$ cat config.mk
export PLATFORM = sky130hd
export DESIGN_NAME = scannable_bus_transceiver
export DESIGN_NICKNAME = d
export VERILOG_FILES = /design/src/rtl/xcvr_pkg.sv /design/src/rtl/hold_load_register.sv /design/src/rtl/scannable_bus_transceiver.sv /design/src/rtl/word_fifo.sv
export SDC_FILE = /design/constraint.sdc
export NUM_CORES = 1
export LEC_CHECK = 0
export BUFFER_PORTS_ARGS = -buffer_cell sky130_fd_sc_hd__buf_2
export CORE_MARGIN = 1
export CORE_UTILIZATION = 53
export CTS_CLUSTER_DIAMETER = 150
export DETAILED_ROUTE_END_ITERATION = 10
export PLACE_DENSITY = 0.77
export RECOVER_POWER = 25
export SLEW_MARGIN = 20
export SYNTH_ARGS = -nofsm -noshare
export SYNTH_HDL_FRONTEND = slang
export SYNTH_SLANG_ARGS = --single-unit
$ cat constraint.sdc
create_clock -name ref_clk_i -period 3.3 [get_ports ref_clk_i]
set_input_delay 0.495 -clock ref_clk_i [delete_from_list [all_inputs] [get_ports ref_clk_i]]
set_output_delay 0.495 -clock ref_clk_i [all_outputs]
set_load 0.02 [all_outputs]
$ cat src/rtl/xcvr_pkg.sv
// Purpose: Shared constants for the scannable registered bus transceiver.
// Assumes: One 20 MHz clock and a synchronous, active-high reset.
// Notes:   Register offsets are byte addresses of aligned 32-bit words.
package xcvr_pkg;

  // Number of bit lanes on the transceiver.
  localparam int LANES = 3;
  // Depth of the receive word FIFO.
  localparam int FIFO_DEPTH = 16;
  // Width of the FIFO occupancy count.
  localparam int COUNT_W = $clog2(FIFO_DEPTH + 1);

  // Clock period in nanoseconds, kept for reference by timing users.
  localparam int CLK_PERIOD_NS = 50;

  // Number of low address bits that take part in register decode.
  localparam int DECODE_W = 8;
  // Register byte offsets.
  localparam logic [DECODE_W-1:0] CTRL_OFFSET    = 8'h00;
  localparam logic [DECODE_W-1:0] STATUS_OFFSET  = 8'h04;
  localparam logic [DECODE_W-1:0] RX_FIFO_OFFSET = 8'h08;

  // Control register fields.
  localparam int CTRL_SW_SOURCE_BIT = 0;
  localparam int CTRL_SW_DATA_LSB   = 4;
  localparam logic CTRL_SW_SOURCE_RESET = 1'h0;

  // Status register fields.
  localparam int STATUS_TX_LSB     = 0;
  localparam int STATUS_RX_LSB     = 4;
  localparam int STATUS_ENABLE_BIT = 8;
  localparam int STATUS_DRIVE_BIT  = 9;
  localparam int STATUS_SCAN_BIT   = 10;
  localparam int STATUS_FULL_BIT   = 11;
  localparam int STATUS_COUNT_LSB  = 16;

  // Receive FIFO register fields.
  localparam int RX_FIFO_DATA_LSB  = 0;
  localparam int RX_FIFO_VALID_BIT = 31;

  // Reset values of the lane registers and the bus enable flip-flop.
  localparam logic [LANES-1:0] LANE_RESET   = '0;
  localparam logic             ENABLE_RESET = 1'h0;

  // Bus transfer type and response codes.
  localparam logic [1:0] HTRANS_NONSEQ = 2'h2;
  localparam logic       HRESP_OKAY    = 1'h0;

endpackage

$ cat src/rtl/hold_load_register.sv
// Purpose: One side's lane register with hold, load and scan shift.
// Assumes: Load and scan controls are already synchronous to the clock.
// Notes:   Scan shift has priority over load; holding recirculates the value.
`timescale 1ns/1ps
module hold_load_register
  import xcvr_pkg::*;
#(
  parameter int WIDTH = LANES
) (
  input  wire logic             ref_clk_i,
  input  wire logic             reset_i,
  input  wire logic             scan_i,
  input  wire logic             load_i,
  input  wire logic             serial_i,
  input  wire logic [WIDTH-1:0] data_i,
  output logic      [WIDTH-1:0] q_o
);

  // Bit 0 takes the serial input and the top bit is the chain's far end.
  always_ff @(posedge ref_clk_i) begin
    if (reset_i) begin
      q_o <= LANE_RESET;
    end else if (scan_i) begin
      q_o <= {q_o[WIDTH-2:0], serial_i};
    end else if (load_i) begin
      q_o <= data_i;
    end else begin
      q_o <= q_o;
    end
  end

endmodule

$ cat src/rtl/scannable_bus_transceiver.sv
// Purpose: Three-lane registered bus transceiver with scan and bus enables.
// Assumes: Pin inputs are asynchronous; the register bus is AHB-Lite.
// Notes:   Received words are queued for software in a 16-word FIFO.
//
// Design decisions made here: the AHB-Lite register port and the placing of the registers.
`timescale 1ns/1ps

// Function
// - Three lanes, transmit and receive registers each.
// - All storage updates on rising clock edge.
// - Low bus output releases the bus line.
// - Both sides share identical hold-loop register logic.
// - High load control loads, low control holds; a full FIFO makes the receive side hold.
// - Clocked bus enable sampled outside scan mode.
// - Immediate disable releases bus outputs at once.
// - Mode input picks clocked or asynchronous re-enable.
// - Mode input low sets enable flop, overriding.
// - Scan control high shifts registers as chain.
// - Scan data enters from serial shift input.
// - Top receive output carries chain end.
// - Data path never inverts.
module scannable_bus_transceiver
  import xcvr_pkg::*;
(
  // Clock and synchronous reset.
  input  wire logic             ref_clk_i,
  input  wire logic             reset_i,
  // AHB-Lite slave port.
  input  wire logic             hsel_i,
  input  wire logic [31:0]      haddr_i,
  input  wire logic [1:0]       htrans_i,
  input  wire logic             hwrite_i,
  input  wire logic [2:0]       hsize_i,
  input  wire logic [31:0]      hwdata_i,
  input  wire logic             hready_i,
  output logic      [31:0]      hrdata_o,
  output logic                  hreadyout_o,
  output logic                  hresp_o,
  // Transmit data and controls.
  input  wire logic [LANES-1:0] first_data_inputs_i,
  input  wire logic [LANES-1:0] second_data_inputs_i,
  input  wire logic             transmit_load_control_i,
  input  wire logic             receive_load_control_i,
  // Scan controls.
  input  wire logic             scan_mode_i,
  input  wire logic             scan_serial_i,
  // Bus enable controls.
  input  wire logic             clocked_bus_enable_i,
  input  wire logic             immediate_bus_disable_i,
  input  wire logic             reenable_mode_select_n_i,
  // Shared bus lines, split into level, drive value and enable.
  input  wire logic [LANES-1:0] cutoff_bus_in_i,
  output logic      [LANES-1:0] cutoff_bus_outputs_o,
  output logic      [LANES-1:0] cutoff_bus_oe_n_o,
  // Receive data outputs; the top bit is the scan output in scan mode.
  output logic      [LANES-1:0] receive_outputs_o
);

  // Width of the bundle of pin inputs that pass the synchroniser.
  localparam int SYNC_W = 3 * LANES + 7;
  // Reset value of the bundle: the active-low mode select idles high, so a
  // zero here would falsely set the enable flop right after reset.
  localparam logic [SYNC_W-1:0] SYNC_RESET = {{(SYNC_W-LANES-1){1'b0}}, 1'b1, {LANES{1'b0}}};

  // Synchroniser stages; the first is read only by the second.
  logic [SYNC_W-1:0] pin_meta;
  logic [SYNC_W-1:0] pin_sync;

  // Synchronised copies of the pin inputs.
  logic [LANES-1:0] s_first;      // First data group.
  logic [LANES-1:0] s_second;     // Second data group.
  logic             s_serial;     // Scan serial data.
  logic             s_tx_load;    // Transmit load control.
  logic             s_rx_load;    // Receive load control.
  logic             s_scan;       // Scan mode control.
  logic             s_bus_en;     // Clocked bus enable.
  logic             s_disable;    // Immediate disable, clocked copy.
  logic             s_sel_n;      // Re-enable mode select, clocked copy.
  logic [LANES-1:0] s_bus;        // Bus line levels.

  // Lane registers and the enable flip-flop.
  logic [LANES-1:0] tx_q;         // Transmit register.
  logic [LANES-1:0] rx_q;         // Receive register.
  logic             enable_q;     // Bus enable flip-flop.
  logic             bus_drive;    // Bus drive permission, after overrides.
  logic [LANES-1:0] tx_data;      // Word offered to the transmit register.
  logic             rx_load_go;   // Receive register loads this cycle.

  // Software control state.
  logic             sw_source;    // Transmit data comes from software.
  logic [LANES-1:0] sw_data;      // Software transmit word.

  // Receive FIFO handshakes.
  logic               push_valid;
  logic               push_ready;
  logic               pop_valid;
  logic               pop_ready;
  logic [LANES-1:0]   pop_data;
  logic [COUNT_W-1:0] fifo_count;

  // Bus slave state.
  logic                accept;      // An address phase is taken this cycle.
  logic                wr_pending;  // A write data phase is in progress.
  logic [DECODE_W-1:0] wr_addr;     // Offset of the pending write.
  logic                wr_ctrl_now; // The pending write targets control.
  logic                view_source; // Control source bit as software sees it.
  logic [LANES-1:0]    view_data;   // Control data field as software sees it.
  logic [31:0]         next_rdata;  // Read word chosen at the address phase.
  logic [DECODE_W-1:0] acc_addr;    // Decoded offset of the address phase.

  // Every pin input crosses into the clock domain through two flops.
  // This costs two cycles of latency on loads but removes metastability.
  always_ff @(posedge ref_clk_i) begin
    if (reset_i) begin
      pin_meta <= SYNC_RESET;
      pin_sync <= SYNC_RESET;
    end else begin
      pin_meta <= {first_data_inputs_i, second_data_inputs_i, scan_serial_i,
                   transmit_load_control_i, receive_load_control_i, scan_mode_i,
                   clocked_bus_enable_i, immediate_bus_disable_i,
                   reenable_mode_select_n_i, cutoff_bus_in_i};
      pin_sync <= pin_meta;
    end
  end

  // Unpack the synchronised bundle in the same order it was packed.
  assign {s_first, s_second, s_serial, s_tx_load, s_rx_load, s_scan,
          s_bus_en, s_disable, s_sel_n, s_bus} = pin_sync;

  // The transmit word is the OR of both groups, unless software supplies it.
  // Both paths keep the true sense of every bit.
  always_comb begin
    if (sw_source) begin
      tx_data = sw_data;
    end else begin
      tx_data = s_first | s_second;
    end
  end

  // Transmit side; the chain starts at its bit 0 from the serial input.
  hold_load_register #(
    .WIDTH (LANES)
  ) u_tx_register (
    .ref_clk_i (ref_clk_i),
    .reset_i   (reset_i),
    .scan_i    (s_scan),
    .load_i    (s_tx_load),
    .serial_i  (s_serial),
    .data_i    (tx_data),
    .q_o       (tx_q)
  );

  // A receive load is a FIFO push; a full FIFO refuses the load, so the
  // word on the bus is not captured and the register holds instead.
  assign push_valid = s_rx_load & ~s_scan;
  assign rx_load_go = push_valid & push_ready;

  // Receive side; it continues the chain from the top transmit bit.
  hold_load_register #(
    .WIDTH (LANES)
  ) u_rx_register (
    .ref_clk_i (ref_clk_i),
    .reset_i   (reset_i),
    .scan_i    (s_scan),
    .load_i    (rx_load_go),
    .serial_i  (tx_q[LANES-1]),
    .data_i    (s_bus),
    .q_o       (rx_q)
  );

  // Receive outputs come straight from the receive register flops, so in
  // scan mode the top bit is the last stage of the chain.
  assign receive_outputs_o = rx_q;

  // Received words queue here until software reads them.
  word_fifo #(
    .WIDTH (LANES),
    .DEPTH (FIFO_DEPTH)
  ) u_rx_fifo (
    .ref_clk_i   (ref_clk_i),
    .reset_i     (reset_i),
    .in_valid_i  (push_valid),
    .in_ready_o  (push_ready),
    .in_data_i   (s_bus),
    .out_valid_o (pop_valid),
    .out_ready_i (pop_ready),
    .out_data_o  (pop_data),
    .count_o     (fifo_count)
  );

  // Enable flip-flop. A low mode select sets it and overrides all else;
  // a disable clears it so that clocked re-enable needs a fresh sample;
  // otherwise it samples the clocked enable, but only outside scan mode.
  always_ff @(posedge ref_clk_i) begin
    if (reset_i) begin
      enable_q <= ENABLE_RESET;
    end else if (!s_sel_n) begin
      enable_q <= 1'b1;
    end else if (s_disable) begin
      enable_q <= 1'b0;
    end else if (!s_scan) begin
      enable_q <= s_bus_en;
    end
  end

  // The disable and the set act on the pins without waiting for an edge,
  // which is why these raw levels bypass the synchroniser here. Nothing
  // stores them: they only gate the drive permission.
  assign bus_drive = (enable_q | ~reenable_mode_select_n_i)
                   & ~immediate_bus_disable_i;

  // A high bit is driven; a low bit, or any bit without permission,
  // releases the line so other transceivers on the bus can pull it.
  assign cutoff_bus_outputs_o = tx_q;
  assign cutoff_bus_oe_n_o    = ~(tx_q & {LANES{bus_drive}});

  // The slave never inserts wait states and always answers OKAY.
  assign hreadyout_o = 1'b1;
  assign hresp_o     = HRESP_OKAY;

  // An address phase counts only when selected, NONSEQ (not SEQ or BUSY) and bus ready.
  assign accept   = hsel_i & hready_i & (htrans_i == HTRANS_NONSEQ);
  assign acc_addr = haddr_i[DECODE_W-1:0];

  // A FIFO read pops at its address phase, so the word is latched then.
  assign pop_ready = accept & ~hwrite_i & (acc_addr == RX_FIFO_OFFSET);

  // Write data arrive one cycle after the address, so remember the target.
  always_ff @(posedge ref_clk_i) begin
    if (reset_i) begin
      wr_pending <= 1'b0;
      wr_addr    <= '0;
    end else begin
      wr_pending <= accept & hwrite_i;
      if (accept) begin
        wr_addr <= acc_addr;
      end
    end
  end

  // A write to control is landing in the current data phase.
  assign wr_ctrl_now = wr_pending & (wr_addr == CTRL_OFFSET);

  // Forward a landing control write so that a read right behind it
  // returns the new value rather than the stale one.
  always_comb begin
    if (wr_ctrl_now) begin
      view_source = hwdata_i[CTRL_SW_SOURCE_BIT];
      view_data   = hwdata_i[CTRL_SW_DATA_LSB +: LANES];
    end else begin
      view_source = sw_source;
      view_data   = sw_data;
    end
  end

  // Control register; only word writes are issued by the master, and
  // other sizes are still taken as whole words.
  always_ff @(posedge ref_clk_i) begin
    if (reset_i) begin
      sw_source <= CTRL_SW_SOURCE_RESET;
      sw_data   <= LANE_RESET;
    end else if (wr_ctrl_now) begin
      sw_source <= hwdata_i[CTRL_SW_SOURCE_BIT];
      sw_data   <= hwdata_i[CTRL_SW_DATA_LSB +: LANES];
    end
  end

  // Read word for the address phase; unmapped offsets read as zero.
  always_comb begin
    next_rdata = '0;
    unique case (acc_addr)
      CTRL_OFFSET: begin
        next_rdata[CTRL_SW_SOURCE_BIT]          = view_source;
        next_rdata[CTRL_SW_DATA_LSB +: LANES]   = view_data;
      end
      STATUS_OFFSET: begin
        next_rdata[STATUS_TX_LSB +: LANES]      = tx_q;
        next_rdata[STATUS_RX_LSB +: LANES]      = rx_q;
        next_rdata[STATUS_ENABLE_BIT]           = enable_q;
        next_rdata[STATUS_DRIVE_BIT]            = bus_drive;
        next_rdata[STATUS_SCAN_BIT]             = s_scan;
        next_rdata[STATUS_FULL_BIT]             = ~push_ready;
        next_rdata[STATUS_COUNT_LSB +: COUNT_W] = fifo_count;
      end
      RX_FIFO_OFFSET: begin
        next_rdata[RX_FIFO_VALID_BIT]           = pop_valid;
        next_rdata[RX_FIFO_DATA_LSB +: LANES]   = pop_valid ? pop_data : LANE_RESET;
      end
      default: begin
        next_rdata = '0;
      end
    endcase
  end

  // Read data are captured at the address phase and stand in the data
  // phase; they hold until the next accepted read replaces them.
  always_ff @(posedge ref_clk_i) begin
    if (reset_i) begin
      hrdata_o <= '0;
    end else if (accept && !hwrite_i) begin
      hrdata_o <= next_rdata;
    end
  end

  // The transfer size is not checked; only whole words are expected.
  logic unused_ok;
  assign unused_ok = &{1'b0, hsize_i, haddr_i[31:DECODE_W]};

endmodule

$ cat src/rtl/word_fifo.sv
// Purpose: Small synchronous FIFO with valid and ready on both sides.
// Assumes: Push and pop are in the same clock domain.
// Notes:   Full and empty come straight from the occupancy count.
`timescale 1ns/1ps
module word_fifo #(
  parameter int WIDTH = 3,
  parameter int DEPTH = 16
) (
  input  wire logic                       ref_clk_i,
  input  wire logic                       reset_i,
  input  wire logic                       in_valid_i,
  output logic                            in_ready_o,
  input  wire logic [WIDTH-1:0]           in_data_i,
  output logic                            out_valid_o,
  input  wire logic                       out_ready_i,
  output logic      [WIDTH-1:0]           out_data_o,
  output logic      [$clog2(DEPTH+1)-1:0] count_o
);

  localparam int PTR_W = $clog2(DEPTH);

  logic [WIDTH-1:0] mem [DEPTH];  // Word storage.
  logic [PTR_W-1:0] wr_ptr;       // Next slot to write.
  logic [PTR_W-1:0] rd_ptr;       // Oldest stored slot.
  logic             push;         // A word enters this cycle.
  logic             pop;          // A word leaves this cycle.

  assign in_ready_o  = (count_o != DEPTH[$clog2(DEPTH+1)-1:0]);
  assign out_valid_o = (count_o != '0);
  assign out_data_o  = mem[rd_ptr];
  assign push        = in_valid_i & in_ready_o;
  assign pop         = out_valid_o & out_ready_i;

  // Storage has no reset; only slots below the count are ever read.
  always_ff @(posedge ref_clk_i) begin
    if (push) begin
      mem[wr_ptr] <= in_data_i;
    end
  end

  // Pointers wrap naturally because the depth is a power of two.
  always_ff @(posedge ref_clk_i) begin
    if (reset_i) begin
      wr_ptr  <= '0;
      rd_ptr  <= '0;
      count_o <= '0;
    end else begin
      if (push) begin
        wr_ptr <= wr_ptr + 1'b1;
      end
      if (pop) begin
        rd_ptr <= rd_ptr + 1'b1;
      end
      if (push && !pop) begin
        count_o <= count_o + 1'b1;
      end else if (pop && !push) begin
        count_o <= count_o - 1'b1;
      end
    end
  end

endmodule

* Word-level counts from Yosys, hierarchy flattened *
Memories as Yosys holds them, arrays and structs flattened. A register that Yosys moved wholly into a read port is not among the register bits.
Index checks and enable logic that the tools add are counted.

operators by class
  reduce and logical (&&, ||, !) cells = 12
  multiplexer cells = 23
  bitwise operators = 19
  add/subtract/negate cells = 4
  eq/ne operators = 5

operators with widths
  kind                                                 number
  two-way mux 3 bit                                    7
  zero test 8 bit                                      2
  two-way mux 5 bit                                    3
  two-way mux 4 bit                                    3
  AND 1 bit                                            10
  adder 4 x 1 -> 4 bit, second input constant          2
  equality test 8 x 3 -> 1 bit, second input constant  1
  equality test 8 x 4 -> 1 bit, second input constant  1
  two-way mux 1 bit                                    7
  case mux 3 bit (2 select lines)                      1
  nonzero test 2 bit                                   3
  adder 5 x 1 -> 5 bit, second input constant          1
  != test 5 bit, second input constant                 1
  NOT 1 bit                                            5
  nonzero test 5 bit                                   1
  subtractor 5 x 1 -> 5 bit, second input constant     1
  case mux 2 bit (2 select lines)                      1
  AND 3 bit                                            1
  logical AND 1 bit                                    3
  zero test 1 bit                                      3
  != test 3 bit, second input constant                 1
  NOT 3 bit                                            1
  OR 3 bit                                             1
  case mux 1 bit (3 select lines)                      1
  2 further kinds                                      2

storage, ports and cells
  memories = 1
  word-level logic and storage cells = 77
  input port bits = 90
  output and inout bits = 43
  bits in writable memories = 48
  flip-flop bits (word level) = 81

memory list
  name           words  width  read ports  clocked after memory_dff  wr ports  line             text
  u_rx_fifo.mem  16     3      1           1                         1         word_fifo.sv:22  logic [WIDTH-1:0] mem [DEPTH];

* Longest topological paths before layout *
  depth in word-level cells = 8
  mapped depth = 14
  gate-level depth less buffers = 12

* Hierarchy *
A second synthesis with hierarchy kept.

unflattened totals
  cells, all modules = 461
  area, all modules = 5383.9 µm²

by module, submodules not included
  module                     times used  seq. area each (µm²)  cells an instance  area each (µm²)
  word_fifo                  1           1781.7                188                2781.4
  scannable_bus_transceiver  1           1241.2                247                2332.2
  hold_load_register         2           60.1                  13                 135.1

* Least setup slack after synthesis *
OpenSTA, ideal clock, no wires.

  path kind = input to register
  start point = input port htrans_i[0]
  end point = register u_rx_fifo.count_o[4]
  data arrival time = 2903 ps
  slack = 327 ps
  library setup time = 70 ps
  required time = 3230 ps
  stages on the path = 14
  buffers on the path = 2
  path through = and4b_1 buf_2 nand2b_1 clkbuf_2 nor3_2 inv_1 ha_1 inv_1 ha_1 a21o_1 a21oi_1 xnor2_1 or3_1 a21oi_1

between the ends
  word-level cells in the longest chain between the ends = 8
  elaborated cells on any way between the ends = 10
  those cells by class = eq/ne: 1; mux: 1; bitwise: 4; reduce/logical: 4

RTL lines
  element                                                  line                              text
  start: declaration                                       scannable_bus_transceiver.sv:31   input wire logic [1:0] htrans_i,
  equality test 2 bit *                                    scannable_bus_transceiver.sv:222  assign accept = hsel_i & hready_i & (htrans_i == HTRANS_NONSEQ);
  AND 1 bit *                                              scannable_bus_transceiver.sv:222
  AND 1 bit * (2 in series)                                scannable_bus_transceiver.sv:226  assign pop_ready = accept & ~hwrite_i & (acc_addr == RX_FIFO_OFFSET);
  AND 1 bit *                                              word_fifo.sv:32                   assign pop = out_valid_o & out_ready_i;
  zero test 1 bit                                          word_fifo.sv:54                   if (push && !pop) begin
  logical AND 1 bit                                        word_fifo.sv:54
  two-way mux 5 bit or nonzero test 2 bit (tied branches)  n/a
  end signal: assignment                                   word_fifo.sv:55                   count_o <= count_o + 1'b1;
  end signal: assignment                                   word_fifo.sv:57                   count_o <= count_o - 1'b1;
  end: declaration                                         word_fifo.sv:17                   output logic [$clog2(DEPTH+1)-1:0] count_o

Mark *: on every way between the ends. The rest lies on a longest branch, timed or not.
A chain may end at the register's enable or synchronous reset.

* Final worst setup path *
  start point = register u_rx_fifo.count_o[0]
  end point = register u_rx_fifo.count_o[4]

between the ends
  word-level cells in the longest chain between the ends = 5
  elaborated cells on any way between the ends = 13
  those cells by class = add/sub: 2; eq/ne: 1; mux: 2; bitwise: 2; reduce/logical: 6

RTL lines
  element
  parallel branches: the longest is 5 deep, another holds subtractor 5 x 1 -> 5 bit

Parallel ways; which one is timed is not known. The select of a mux whose other input is x is not followed.

==> key figures <==
Power
  • Overall power: 3.74 mW
  • P per Cell Area: 602 nW/um^2
  • Peak supply drop: 0.359 mV
  • Leakage power total: 2.37 nW

Job
  • Max-cap viol count: 0

GRT
  • Largest net degree at the start of global routing: 34
  • Global-route wire length before repair: 16.3 mm
  • Number of antenna violations at the first check in global routing: 0
  • Vias in the first global route: 3,361
  • GRT Residual Overflow: 0
  • Total track usage: 0.213

Synthesis
  • Post-synth cell types: 50
  • Sequential-to-total area share from yosys stat: 0.595
  • Ys Warns: 0
  • Post-Syn Area per Cell: 11.8 um^2
  • Top-area cell type share of the netlist area: 0.322
  • Top FF cell, synth: dfxtp_1
  • Mapped Cells: 446
  • Asr flop ratio synth: 0
  • Dominant cell type by area after synthesis: dfxtp_1
  • Synth area leaders: dfxtp_1 (32%), edfxtp_1 (27%), nor2b_1 (3.8%)
  • Seq cells post-synth: 133
  • Post-synth EDFFs: 48
  • Post-Syn Area: 5280 um^2

Finish
  • Area grow syn2layout: 17.6%
  • Post-route insts no fill: 657
  • Diode count: 0
  • Fillers: 742
  • Share of cells above drive strength 1: 0.219
  • Fin nets: 611

Critical path
  • Setup Crit Path Kind: reg2reg
  • CP startpoint kind: register
  • CP cell instances: nor4_1 > buf_4 > a211o_1 > nor3_2 > inv_1 > ha_1 > inv_1 > ha_1 > a21o_1 > a21oi_1 > xnor2_1 > or3_1 > a21oi_1
  • Crit path max-delay family: compound AO/OA/AOI/OAI gates
  • CP required: 3.75 ns
  • Max incr delay on CP: 0.45 ns
  • CP max stage cell: dfxtp_1
  • Crit. End Element: register
  • CP bufs+invs: 3
  • Crit-path max FO: 5
  • Arr. time, crit path: 3.48 ns

Timing
  • RSZ-0062 raised after global routing: no
  • Fmax: 0.330 GHz
  • Final worst-path cycle share: 0.917
  • Hold Slack: 0.179 ns
  • Final Hold Fails: 0
  • Worst-Margin Slew: 1.38 ns
  • Min Tclk post-route: 3.03 ns
  • Max-Slew Margin vs Limit: 0.0784
  • Pins Over Slew Limit: 0
  • Setup Viol. Count Final: 0
  • Clock skew: 0.00902 ns
  • Setup tns final: 0 ns

Worst hold path
  • Worst min path class: in2reg

Clock network
  • Root buf cell: clkbuf_8
  • Clock Sinks: 133
  • Max clock buf depth: 2
  • CTS buffer count: 17
  • Post-CTS Setup Repair Bufs: 0
  • Clock Latency Late Sink: 0.52 ns
  • Post-CTS Resized: 0
  • Quantity of hold-fixing buffers added after cts: 0
  • H-Tree Level Count: 4
  • CTS tree: done
  • Clock-pin slew on the worst setup and hold paths: 0.07 ns

Detailed routing
  • First-pass DRT Iterations: 5
  • Final WL: 10.3 mm
  • Remaining antenna violation count: 0
  • Post-DR wirelength/cell: 15.7 um
  • Via Count: 3,517
  • Number of vias per cell: 5.35
  • DRC errors left: 0
  • DRT iter0 DRCs: 221

Place
  • Placed insts: 625
  • PortBufs: 59
  • RePlAce Congestion: 0.796
  • Post-DP HPWL: 6.82 mm

Floorplan
  • Initial Utilization: 0.543
  • Die H: 102 um
  • Io pins: 133
  • Die Width: 102 um
  • Row count: 36
  • Core Box Area: 9730 um^2
  • Die area: 10,400 um^2

Run status
  • Status: completed
-- layout by cell type (no fill, tap or decap), types with 2 or more instances in the layout --
cell	Yosys	layout
a211o_1	2	2
a21o_1	2	2
a21oi_1	23	23
a221oi_1	2	2
a22oi_1	10	10
a31oi_1	5	5
buf_2	3	58
buf_4	19	9
clkbuf_1	10	2
clkbuf_16	0	16
conb_1	2	18
dfxtp_1	85	85
edfxtp_1	48	48
ha_1	9	9
inv_1	10	10
inv_6	0	6
inv_8	0	6
mux2_2	4	4
mux2i_1	14	14
mux4_1	6	6
mux4_2	6	6
nand2_1	37	37
nand2b_1	12	12
nand3_1	4	4
nand4b_1	2	2
nor2_1	48	48
nor2b_1	32	32
nor3_1	6	6
nor4_1	5	5
o21a_1	2	2
o21ai_0	2	2
o311ai_0	3	3
or2_2	2	2
xnor2_1	7	7
xor2_1	3	3
-- flip-flops by register name, indices dropped and copies added, names as in the netlist, named ones only --
name               cells
u_rx_fifo.mem         48
wr_pending             1
u_rx_fifo.count_o      5
pin_meta              16
u_tx_register.q_o      3
u_rx_register.q_o      3
u_rx_fifo.rd_ptr       4
sw_source              1
wr_addr                8
pin_sync              16
hrdata_o              16
enable_q               1
sw_data                3
u_rx_fifo.wr_ptr       4
-- path summary, 6_finish.rpt --
path	start	endpoint	slack, ns	cells after the start
max reg2reg	u_rx_fifo.count_o[0]	u_rx_fifo.count_o[4]	0.27	13
min	scan_serial_i	pin_meta[9]	0.18	2
min reg2reg	pin_meta[3]	pin_sync[3]	0.42	1
max	u_rx_fifo.count_o[0]	u_rx_fifo.count_o[4]	0.27	13
-- layout make-up --
class | count | area, um^2 | area share
clock buffers | 17 | 414 | 0.0666
well taps | 133 | 166 | 0.0268
inverters | 10 | 37.5 | 0.00604
multi-input cells | 280 | 1920 | 0.308
clock inverters | 15 | 173 | 0.0278
flip-flops and latches | 133 | 3140 | 0.506
repair buffers | 69 | 365 | 0.0588
-- cells in the mapped netlist, types with 3 or more instances --
cell / number
xor2_1: 3
buf_1: 4
mux4_2: 6
a21oi_1: 23
inv_1: 10
ha_1: 9
nor3_1: 6
dfxtp_1: 85
nor2b_1: 32
nand2_1: 37
a22oi_1: 10
nor2_1: 48
buf_4: 19
mux4_1: 6
o311ai_0: 3
mux2_2: 4
nor4_1: 5
nand2b_1: 12
nand3_1: 4
a31oi_1: 5
clkbuf_1: 10
xnor2_1: 7
buf_2: 3
mux2i_1: 14
edfxtp_1: 48
-- worst register-to-register path, cell delays in order, from the launching register on --
cell	delay, ns
dfxtp_1	0.45
nor4_1	0.10
buf_4	0.16
a211o_1	0.36
nor3_2	0.25
inv_1	0.09
ha_1	0.22
inv_1	0.14
ha_1	0.29
a21o_1	0.20
a21oi_1	0.17
xnor2_1	0.09
or3_1	0.30
a21oi_1	0.14
-- cells by family (layout without fill, tap and decap cells) --
group,after synthesis,in the layout,share of synthesized area
XOR/XNOR,10,10,0.0166
AND/OR/NAND/NOR,157,157,0.149
other,2,18,0.00142
buffers and inverters,49,111,0.0538
multiplexers,30,30,0.0905
adder cells (fa/ha/maj),10,10,0.0251
flip-flops,133,133,0.595
AO/OA/AOI/OAI,55,55,0.0682
-- where the power goes --
part / leakage [nW] / switching (mW) / total, mW / internal (mW)
registers: 1.13 / 0.0226 / 1.75 / 1.72
logic: 0.946 / 0.0905 / 0.153 / 0.0630
clock network: 0.293 / 0.790 / 1.84 / 1.05
-- layer usage --
layer / GRT usage / wire [um] / share of wire / up-vias
met5: 0 / 0 / 0 / -
met4: 0.0835 / 138 / 0.013 / 0
met3: 0.0534 / 583 / 0.056 / 11
met2: 0.352 / 5150 / 0.50 / 134
met1: 0.269 / 4460 / 0.43 / 1700
li1: - / - / - / 1672
-- metrics by stage --
step	area, um^2	setup WS [ns]	utilization
after floorplan	5340	0.327	-
after global placement	5630	0.303	0.579
after detailed placement	5630	0.293	0.579
after CTS	6220	0.267	0.639
after global routing	6210	0.0261	0.639
final	6210	0.274	0.639
No activity file was read; power rests on OpenSTA's default activity.
